**config.mk**
```make
export PLATFORM = sky130hd
export DESIGN_NAME = pmc_top
export DESIGN_NICKNAME = d
export VERILOG_FILES = /design/src/rtl/pmc_pkg.sv /design/src/rtl/pmc_top.sv
export SDC_FILE = /design/constraint.sdc
export NUM_CORES = 1
export LEC_CHECK = 0
export ABC_AREA = 1
export BUFFER_PORTS_ARGS = -buffer_cell sky130_fd_sc_hd__buf_2
export CAP_MARGIN = 20
export CORE_MARGIN = 1.5
export CORE_UTILIZATION = 55
export DETAILED_ROUTE_END_ITERATION = 10
export GPL_TIMING_DRIVEN = 0
export PLACE_DENSITY = 0.85
export SLEW_MARGIN = 10
export SYNTH_ARGS = -nofsm -noshare
export SYNTH_HDL_FRONTEND = slang
export SYNTH_SLANG_ARGS = --single-unit
```
**constraint.sdc**
```tcl
create_clock -name core_clk_in -period 5.3 [get_ports core_clk_in]
set_input_delay 0.265 -clock core_clk_in [delete_from_list [all_inputs] [get_ports core_clk_in]]
set_output_delay 0.265 -clock core_clk_in [all_outputs]
set_load 0.03 [all_outputs]
```
**src/rtl/pmc_pkg.sv**
```systemverilog
// constants and carrier types of the media mode control block
package pmc_pkg;
    localparam int NPORT = 2;
    // register byte addresses, per port block of 0x40
    localparam logic [11:0] OFF_CTRL    = 12'h000;
    localparam logic [11:0] OFF_STAT    = 12'h004;
    localparam logic [11:0] OFF_XOVCFG  = 12'h008;
    localparam logic [11:0] OFF_XOVSTAT = 12'h00C;
    localparam logic [11:0] OFF_MANXOV  = 12'h010;
    localparam logic [11:0] OFF_EXT1    = 12'h014;
    localparam logic [11:0] OFF_EEE     = 12'h018;
    localparam logic [11:0] OFF_SERAN   = 12'h01C;
    localparam logic [11:0] OFF_ADDR    = 12'h020;
    localparam logic [11:0] OFF_GLOBAL  = 12'h100;
    localparam logic [11:0] PORT_STRIDE = 12'h040;
    // field positions
    localparam int B_SPD_LSB  = 6;
    localparam int B_UNIDIR   = 5;
    localparam int B_DUPLEX   = 8;
    localparam int B_ANEN     = 12;
    localparam int B_SPD_MSB  = 13;
    localparam int B_SWRST    = 15;
    localparam int B_LINKOK   = 2;
    localparam int B_UNICAP   = 7;
    localparam int B_XOV_DIS  = 5;
    localparam int B_POL_DIS  = 4;
    localparam int B_XOV_FORCED = 7;
    localparam int B_DS_EN    = 4;
    localparam int B_DS_CNT   = 2;
    localparam int B_DS_STAT  = 1;
    localparam int B_ADDR_REV = 9;
    localparam int B_TE       = 15;
    localparam int B_SERAN    = 7;
    localparam int B_MACMODE  = 14;
    // reset values
    localparam logic [15:0] CTRL_RST   = 16'h1140;
    localparam logic [15:0] XOVCFG_RST = 16'h0000;
    localparam logic [15:0] EXT1_RST   = 16'h0010;
    localparam logic [15:0] SERAN_RST  = 16'h0080;
    // mac modes
    localparam logic [1:0] MAC_SGMII  = 2'h0;
    localparam logic [1:0] MAC_QSGMII = 2'h1;
    // manual crossover codes
    localparam logic [1:0] MX_AUTO = 2'h0;
    localparam logic [1:0] MX_MDI  = 2'h2;
    localparam logic [1:0] MX_MDIX = 2'h3;
    // speed codes
    localparam logic [1:0] SPD_10   = 2'h0;
    localparam logic [1:0] SPD_100  = 2'h1;
    localparam logic [1:0] SPD_1000 = 2'h2;
    // wiring maps
    localparam logic [1:0] MAP_MDI     = 2'h0;
    localparam logic [1:0] MAP_MDIX    = 2'h1;
    localparam logic [1:0] MAP_MDI_CD  = 2'h2;
    localparam logic [1:0] MAP_MDIX_CD = 2'h3;

    typedef enum logic [2:0] {
        RR_LOCAL   = 3'b001,
        RR_WAIT    = 3'b010,
        RR_RECOVER = 3'b100
    } pmc_rr_e;

    // per-port view of the line side
    typedef struct packed {
        logic       link_ok;
        logic       partner_an;
        logic [1:0] pd_speed;
        logic       gig_fail;
        logic       gig_partner;
        logic [1:0] xov_map;
        logic [3:0] pol_inv;
        logic       ring_req;
        logic       timing_lock;
    } pmc_line_s;

    // per-port resolved controls
    typedef struct packed {
        logic       unidir_tx;
        logic       fibre_tx_en;
        logic       ams_en;
        logic       an_en;
        logic [1:0] speed;
        logic       full_duplex;
        logic       xov_auto;
        logic       pol_auto;
        logic [1:0] map;
        logic       adv_gig;
        logic       te_mode;
        logic       lpi_allow;
        logic       tx_recovered;
        logic [4:0] mgmt_addr;
        logic       soft_reset;
    } pmc_ctl_s;
endpackage : pmc_pkg

```
**src/rtl/pmc_top.sv**
```systemverilog
// register file and control logic of the media mode control block
//
// The register offsets and the APB slave port were chosen for this implementation.
`timescale 1ns/10ps
`default_nettype none
module pmc_top #(
    parameter int        NPORT   = 2,
    parameter logic [1:0] DS_DEF = 2'h1
) (
    // clock and reset
    input  wire logic                       core_clk_in,
    input  wire logic                       rst_in,
    // apb slave
    input  wire logic                       psel_in,
    input  wire logic                       penable_in,
    input  wire logic                       pwrite_in,
    input  wire logic [11:0]                paddr_in,
    input  wire logic [31:0]                pwdata_in,
    output logic                            pready_out,
    output logic                            pslverr_out,
    output logic [31:0]                     prdata_out,
    // board and line side
    input  wire logic [3:0]                 board_address_straps_in,
    input  wire pmc_pkg::pmc_line_s [NPORT-1:0] line_in,
    // resolved controls
    output pmc_pkg::pmc_ctl_s [NPORT-1:0]   ctl_out,
    output logic [1:0]                      mac_mode_out,
    output logic                            mac_quad_out
);
    logic [15:0] ctrl_reg   [NPORT];
    logic [15:0] xovcfg_reg [NPORT];
    logic [1:0]  manxov_reg [NPORT];
    logic [15:0] ext1_reg   [NPORT];
    logic        te_reg     [NPORT];
    logic        seran_reg  [NPORT];
    logic [1:0]  dsfail_reg [NPORT];
    logic        dsact_reg  [NPORT];
    pmc_pkg::pmc_rr_e rr_reg [NPORT];
    logic [1:0]  macmode_reg;
    logic [3:0]  straps_reg;
    logic        straps_ok_reg;
    logic [31:0] prdata_reg;
    logic        perr_reg;

    wire logic access = psel_in && penable_in;
    wire logic wr     = access && pwrite_in;

    // decode of a port register hit
    function automatic logic hit(input logic [11:0] a, input int p, input logic [11:0] off);
        hit = (a == (off + 12'(p) * pmc_pkg::PORT_STRIDE));
    endfunction : hit

    assign pready_out  = 1'b1;
    assign pslverr_out = perr_reg;
    assign prdata_out  = prdata_reg;

    // straps sampled once after reset release
    always_ff @(posedge core_clk_in or posedge rst_in)
    begin
        if (rst_in)
        begin
            straps_reg    <= 4'h0;
            straps_ok_reg <= 1'b0;
        end
        else if (!straps_ok_reg)
        begin
            straps_reg    <= board_address_straps_in;
            straps_ok_reg <= 1'b1;
        end
    end

    always_ff @(posedge core_clk_in or posedge rst_in)
    begin
        if (rst_in)
            macmode_reg <= pmc_pkg::MAC_SGMII;
        else if (wr && paddr_in == pmc_pkg::OFF_GLOBAL)
            macmode_reg <= pwdata_in[pmc_pkg::B_MACMODE +: 2];
    end

    assign mac_mode_out = macmode_reg;
    assign mac_quad_out = (macmode_reg == pmc_pkg::MAC_QSGMII);

    genvar g;
    generate
        for (g = 0; g < NPORT; g++)
        begin : g_port
            logic [4:0] base_addr;
            logic [4:0] addr_fwd;

            always_ff @(posedge core_clk_in or posedge rst_in)
            begin
                if (rst_in)
                begin
                    ctrl_reg[g]   <= pmc_pkg::CTRL_RST;
                    xovcfg_reg[g] <= pmc_pkg::XOVCFG_RST;
                    manxov_reg[g] <= pmc_pkg::MX_AUTO;
                    ext1_reg[g]   <= pmc_pkg::EXT1_RST;
                    te_reg[g]     <= 1'b0;
                    seran_reg[g]  <= pmc_pkg::SERAN_RST[pmc_pkg::B_SERAN];
                end
                else
                begin
                    if (ctrl_reg[g][pmc_pkg::B_SWRST])
                        ctrl_reg[g][pmc_pkg::B_SWRST] <= 1'b0;
                    if (wr && hit(paddr_in, g, pmc_pkg::OFF_CTRL))
                        ctrl_reg[g] <= pwdata_in[15:0];
                    if (wr && hit(paddr_in, g, pmc_pkg::OFF_XOVCFG))
                        xovcfg_reg[g] <= pwdata_in[15:0];
                    if (wr && hit(paddr_in, g, pmc_pkg::OFF_MANXOV))
                        manxov_reg[g] <= pwdata_in[3:2];
                    if (wr && hit(paddr_in, g, pmc_pkg::OFF_EXT1))
                        ext1_reg[g] <= pwdata_in[15:0];
                    if (wr && hit(paddr_in, g, pmc_pkg::OFF_EEE))
                        te_reg[g] <= pwdata_in[pmc_pkg::B_TE];
                    if (wr && hit(paddr_in, g, pmc_pkg::OFF_SERAN))
                        seran_reg[g] <= pwdata_in[pmc_pkg::B_SERAN];
                end
            end

            always_ff @(posedge core_clk_in or posedge rst_in)
            begin
                if (rst_in)
                begin
                    dsfail_reg[g] <= 2'h0;
                    dsact_reg[g]  <= 1'b0;
                end
                // gigabit partner leaves downshift without reset
                else if (line_in[g].gig_partner || !ext1_reg[g][pmc_pkg::B_DS_EN])
                begin
                    dsfail_reg[g] <= 2'h0;
                    dsact_reg[g]  <= 1'b0;
                end
                else if (line_in[g].gig_fail && !dsact_reg[g])
                begin
                    if (dsfail_reg[g] >= ext1_reg[g][pmc_pkg::B_DS_CNT +: 2])
                        dsact_reg[g] <= 1'b1;
                    else
                        dsfail_reg[g] <= dsfail_reg[g] + 2'h1;
                end
            end

            always_ff @(posedge core_clk_in or posedge rst_in)
            begin
                if (rst_in)
                    rr_reg[g] <= pmc_pkg::RR_LOCAL;
                else
                begin
                    unique case (rr_reg[g])
                        pmc_pkg::RR_LOCAL:
                            if (line_in[g].ring_req)
                                rr_reg[g] <= pmc_pkg::RR_WAIT;
                        pmc_pkg::RR_WAIT:
                            if (!line_in[g].ring_req)
                                rr_reg[g] <= pmc_pkg::RR_LOCAL;
                            else if (line_in[g].timing_lock)
                                rr_reg[g] <= pmc_pkg::RR_RECOVER;
                        pmc_pkg::RR_RECOVER:
                            if (!line_in[g].ring_req)
                                rr_reg[g] <= pmc_pkg::RR_LOCAL;
                        default:
                            rr_reg[g] <= pmc_pkg::RR_LOCAL;
                    endcase
                end
            end

            assign base_addr = {straps_reg, 1'b0} + 5'(g);
            assign addr_fwd  = ext1_reg[g][pmc_pkg::B_ADDR_REV] ?
                               {base_addr[0], base_addr[1], base_addr[2], base_addr[3], base_addr[4]} : base_addr;

            always_comb
            begin
                ctl_out[g].mgmt_addr = addr_fwd;
                ctl_out[g].unidir_tx = ctrl_reg[g][pmc_pkg::B_UNIDIR];
                ctl_out[g].fibre_tx_en = ctrl_reg[g][pmc_pkg::B_UNIDIR] || line_in[g].link_ok;
                ctl_out[g].ams_en = !ctrl_reg[g][pmc_pkg::B_UNIDIR];
                ctl_out[g].an_en = ctrl_reg[g][pmc_pkg::B_ANEN];
                if (!ctrl_reg[g][pmc_pkg::B_ANEN])
                    ctl_out[g].speed = {ctrl_reg[g][pmc_pkg::B_SPD_LSB], ctrl_reg[g][pmc_pkg::B_SPD_MSB]} ==
                                       2'h3 ? pmc_pkg::SPD_1000 :
                                       {ctrl_reg[g][pmc_pkg::B_SPD_LSB], ctrl_reg[g][pmc_pkg::B_SPD_MSB]};
                else if (!line_in[g].partner_an)
                    ctl_out[g].speed = line_in[g].pd_speed;
                else
                    ctl_out[g].speed = dsact_reg[g] ? pmc_pkg::SPD_100 : pmc_pkg::SPD_1000;
                ctl_out[g].full_duplex = ctrl_reg[g][pmc_pkg::B_ANEN] || ctrl_reg[g][pmc_pkg::B_DUPLEX];
                ctl_out[g].xov_auto = !xovcfg_reg[g][pmc_pkg::B_XOV_DIS] &&
                                      (ctrl_reg[g][pmc_pkg::B_ANEN] || !xovcfg_reg[g][pmc_pkg::B_XOV_FORCED]);
                ctl_out[g].pol_auto = !xovcfg_reg[g][pmc_pkg::B_POL_DIS];
                if (manxov_reg[g] == pmc_pkg::MX_MDI)
                    ctl_out[g].map = pmc_pkg::MAP_MDI;
                else if (manxov_reg[g] == pmc_pkg::MX_MDIX)
                    ctl_out[g].map = pmc_pkg::MAP_MDIX;
                else if (ctl_out[g].xov_auto)
                    ctl_out[g].map = line_in[g].xov_map;
                else
                    ctl_out[g].map = pmc_pkg::MAP_MDI;
                ctl_out[g].adv_gig = !dsact_reg[g];
                ctl_out[g].te_mode = te_reg[g];
                // lpi only at 100 and 1000
                ctl_out[g].lpi_allow = (ctl_out[g].speed == pmc_pkg::SPD_100) ||
                                       (ctl_out[g].speed == pmc_pkg::SPD_1000);
                ctl_out[g].tx_recovered = (rr_reg[g] == pmc_pkg::RR_RECOVER);
                ctl_out[g].soft_reset = ctrl_reg[g][pmc_pkg::B_SWRST];
            end

        end
    endgenerate

    // apb read mux
    always_ff @(posedge core_clk_in or posedge rst_in)
    begin
        if (rst_in)
        begin
            prdata_reg <= 32'h0000_0000;
            perr_reg   <= 1'b0;
        end
        else if (psel_in && !penable_in)
        begin
            prdata_reg <= 32'h0000_0000;
            perr_reg   <= 1'b1;
            if (paddr_in == pmc_pkg::OFF_GLOBAL)
            begin
                prdata_reg[pmc_pkg::B_MACMODE +: 2] <= macmode_reg;
                perr_reg <= 1'b0;
            end
            for (int p = 0; p < NPORT; p++)
            begin
                if (hit(paddr_in, p, pmc_pkg::OFF_CTRL))
                begin
                    prdata_reg[15:0] <= ctrl_reg[p];
                    perr_reg <= 1'b0;
                end
                if (hit(paddr_in, p, pmc_pkg::OFF_STAT))
                begin
                    prdata_reg[pmc_pkg::B_UNICAP] <= 1'b1;
                    prdata_reg[pmc_pkg::B_LINKOK] <= line_in[p].link_ok;
                    perr_reg <= 1'b0;
                end
                if (hit(paddr_in, p, pmc_pkg::OFF_XOVCFG))
                begin
                    prdata_reg[15:0] <= xovcfg_reg[p];
                    perr_reg <= 1'b0;
                end
                if (hit(paddr_in, p, pmc_pkg::OFF_XOVSTAT))
                begin
                    prdata_reg[7:0] <= {2'h0, ctl_out[p].map, line_in[p].pol_inv};
                    perr_reg <= 1'b0;
                end
                if (hit(paddr_in, p, pmc_pkg::OFF_MANXOV))
                begin
                    prdata_reg[3:2] <= manxov_reg[p];
                    perr_reg <= 1'b0;
                end
                if (hit(paddr_in, p, pmc_pkg::OFF_EXT1))
                begin
                    prdata_reg[15:0] <= {ext1_reg[p][15:2], dsact_reg[p], ext1_reg[p][0]};
                    perr_reg <= 1'b0;
                end
                if (hit(paddr_in, p, pmc_pkg::OFF_EEE))
                begin
                    prdata_reg[pmc_pkg::B_TE] <= te_reg[p];
                    perr_reg <= 1'b0;
                end
                if (hit(paddr_in, p, pmc_pkg::OFF_SERAN))
                begin
                    prdata_reg[pmc_pkg::B_SERAN] <= seran_reg[p];
                    perr_reg <= 1'b0;
                end
                if (hit(paddr_in, p, pmc_pkg::OFF_ADDR))
                begin
                    prdata_reg[4:0] <= ctl_out[p].mgmt_addr;
                    perr_reg <= 1'b0;
                end
            end
        end
    end
endmodule : pmc_top
`default_nettype wire

```
==> results.ini <==
[synthesis]
netlist-cell-type-count = 45
synth-xor-area-share = 0.00246
muxShareOfSynthArea = 0
syn-cell-area_mm2 = 0.00713
ys_ff_latch = 138
synth_area_per_cell_um2 = 7.99
ys_seq_area_frac = 0.486
synthSimpleGateAreaFrac = 0.260
ys_warn_count = 0
synth_fa_ha_area_frac = 0.00702
synthCells = 893
synth_compound_area_frac = 0.140
synth_top_family_by_area = simple AND/OR/NAND/NOR gates

[timing]
hold_viol = 0
slew_headroom = 0.527
min_period_ns = 2.43
drv_slew = 0
grt_setup_unrepaired = false
timing.final.ws_setup_ns = 2.87
fmax_mhz = 412
tightest_slew_ns = 0.707
min_period_over_period = 0.458
skew_ns = 0.00587
setup_viol = 0

[die]
fp.dieH_um = 117
die_width_um = 117
num_io_pins = 160
die_area_mm2 = 0.0137
fp-row-count = 41
start_util = 0.565
coreArea_mm2 = 0.0126

[clocking]
clock_latency_ns = 0.43
htreeDepth = 4
ctsResizeCount = 0
cts.sinks = 138
cts_buffers = 17
cts_root_buffer = clkbuf_16
clockBufferDepth = 2
clk_pin_slew_ns = 0.05
cts_tree = built

[worst_setup_path]
endpoint = ctl_out[31]
cp.required_ns = 5.04
crit_type = register to output port
cp-startpoint = ctl_out[38]
crit_arrival_ns = 2.16
critPathMaxFanout = 5
r2r_slack_ns = 3.40
startpoint_type = register
reg2reg_depth = 8
timing.rr.end = prdata_out[4]
rr_startpoint = ctl_out[38]
cp-end-kind = output port

[finish]
stdcell_area_mm2 = 0.00863
finalNetCount = 1141
final_layout_size_suffix_gt1_frac = 0.238
most-common-layout-cells = nand2_1, buf_2, dfrtp_1, o21ai_0, inv_1
instances_no_fill = 1240
area_delta_synth_final_pct = 21.1
largest_reg_flops = 32
diodes = 0
fill_cells = 1050
final_common_cell = nand2_1

[pwr]
p_total_uw = 2470
intPower_uw = 1860
peakVddDrop_mv = 0.238
switching_share = 0.247
p_per_area_mw_per_mm2 = 286
p_sw_uw = 609
comb_power_share = 0.096
seqPwrFrac = 0.446
p_leak_uw = 0.00429
clkPwrFrac = 0.458

[grt]
grt_pass1_wl_um = 32300
antenna_found_initial = 0
grt_pass1_vias = 6297
grt.total_usage = 0.320
grt-ovfl-total = 0
grt_max_degree = 71

[routing]
drt_iter0_markers = 727
wl_per_cell_um = 16.8
first_pass_iters = 6
wl_um = 20800
drc = 0
final_antenna_net_count = 0
via_per_inst = 5.53
vias = 6852

[hold_path]
hp-class = input pin to register

[flow_run]
cap_violations = 0

[place]
hpwl_um = 15400
dpl_cell_area_mm2 = 0.00807
post-place-cells = 1208
io_buffers = 126
preCtsSetupSlack_ns = 3.18
gp_congestion = 0.904

[status]
status = finished, final reports clean

==> synthesized netlist by cell type (all sizes together) <==
cell | instances | area [um^2]
a21oi | 30 | 158
inv | 106 | 398
a32o | 1 | 10.0
nand3 | 30 | 173
nor3 | 20 | 131
dfrtp | 126 | 3150
dfstp | 12 | 315
o211ai | 3 | 22.5
clkbuf | 17 | 63.8
conb | 2 | 7.51
o21ai | 124 | 621
ha | 4 | 50.1
o31ai | 2 | 15.0
o2111ai | 4 | 35.0
o22ai | 2 | 12.5
o21a | 1 | 7.51
a211oi | 2 | 20.0
a221oi | 10 | 87.6
clkinv | 1 | 3.75
nor2 | 60 | 323
or2 | 5 | 31.3
xnor2 | 2 | 17.5
and2 | 2 | 12.5
buf | 37 | 272
nand2 | 269 | 1060
nand4 | 19 | 119
o2bb2ai | 1 | 8.76
and3b | 1 | 8.76
==> kinds of logic (layout without fill, tap and decap cells) <==
kind of cell / count (synthesis) / after routing
other: 2 / 18
buffers and inverters: 161 / 320
xor gates and xnor gates: 2 / 2
DFF: 138 / 138
adders and majority gates: 4 / 4
and+or+nand+nor: 406 / 406
AOI/OAI and AO/OA: 180 / 180
==> final cells by class <==
class / count / area (um^2) / share of cell area
flip-flops and latches: 138 / 3470 / 0.402
repair buffers: 128 / 668 / 0.0774
clock inverters: 8 / 96.3 / 0.0112
well taps: 172 / 215 / 0.0249
multi-input cells: 610 / 2990 / 0.346
clock buffers: 23 / 458 / 0.0530
plain buffers: 54 / 335 / 0.0388
inverters: 107 / 407 / 0.0471
==> metrics by stage <==
stage | setup TNS [ns] | utilization | hold slack (ns)
final | 0 | 0.684 | 0.0839
after CTS | 0 | 0.684 | 0.0815
after global routing | 0 | 0.684 | 0.113
after detailed placement | 0 | 0.640 | 0.411
after floorplan | 0 | - | 0.395
after global placement | -17.06 | 0.637 | 0.461
==> worst max-delay path: stages, from the launching register on <==
cell and delay [ns]:
dfstp_2 0.57, inv_1 0.11, a21oi_1 0.39, nand2_1 0.09, o21ai_0 0.32, buf_2 0.27
==> worst min-delay path by stage <==
stage / start / slack, ns / to / cells after the start
after floorplan: pwdata_in[7] / 0.40 / seran_reg[0] / 2
after global placement: prdata_out[8] / 0.46 / prdata_out[8] / 2
after detailed placement: rst_in / 0.41 / prdata_out[11] / 2
after CTS: pwdata_in[7] / 0.08 / seran_reg[0] / 3
after global routing: line_in[9] / 0.11 / dsact_reg[1] / 3
final: pwdata_in[7] / 0.08 / seran_reg[0] / 3
==> timing repair <==
item,4_1_cts,5_1_grt
setup buffers,0,0
hold buffers,1,0
endpoints found under the hold margin,63,0
==> power groups by stage <==
stage / Clock (uW) / Sequential [uW] / Combinational (uW)
final: 1130 / 1100 / 237
after global routing: 1180 / 1100 / 266
after CTS: 1140 / 1100 / 237
after detailed placement: 0 / 1120 / 235
after global placement: 0 / 1120 / 228
after floorplan: 0 / 1120 / 155
==> metal layers <==
metal | vias up | track usage | part of all wire
li1 | 3196 | - | -
met1 | 3231 | 0.410 | 0.40
met2 | 355 | 0.513 | 0.47
met3 | 70 | 0.0762 | 0.086
met4 | 0 | 0.157 | 0.043
met5 | - | 0 | 0
Power figures use the tool's default switching activity.
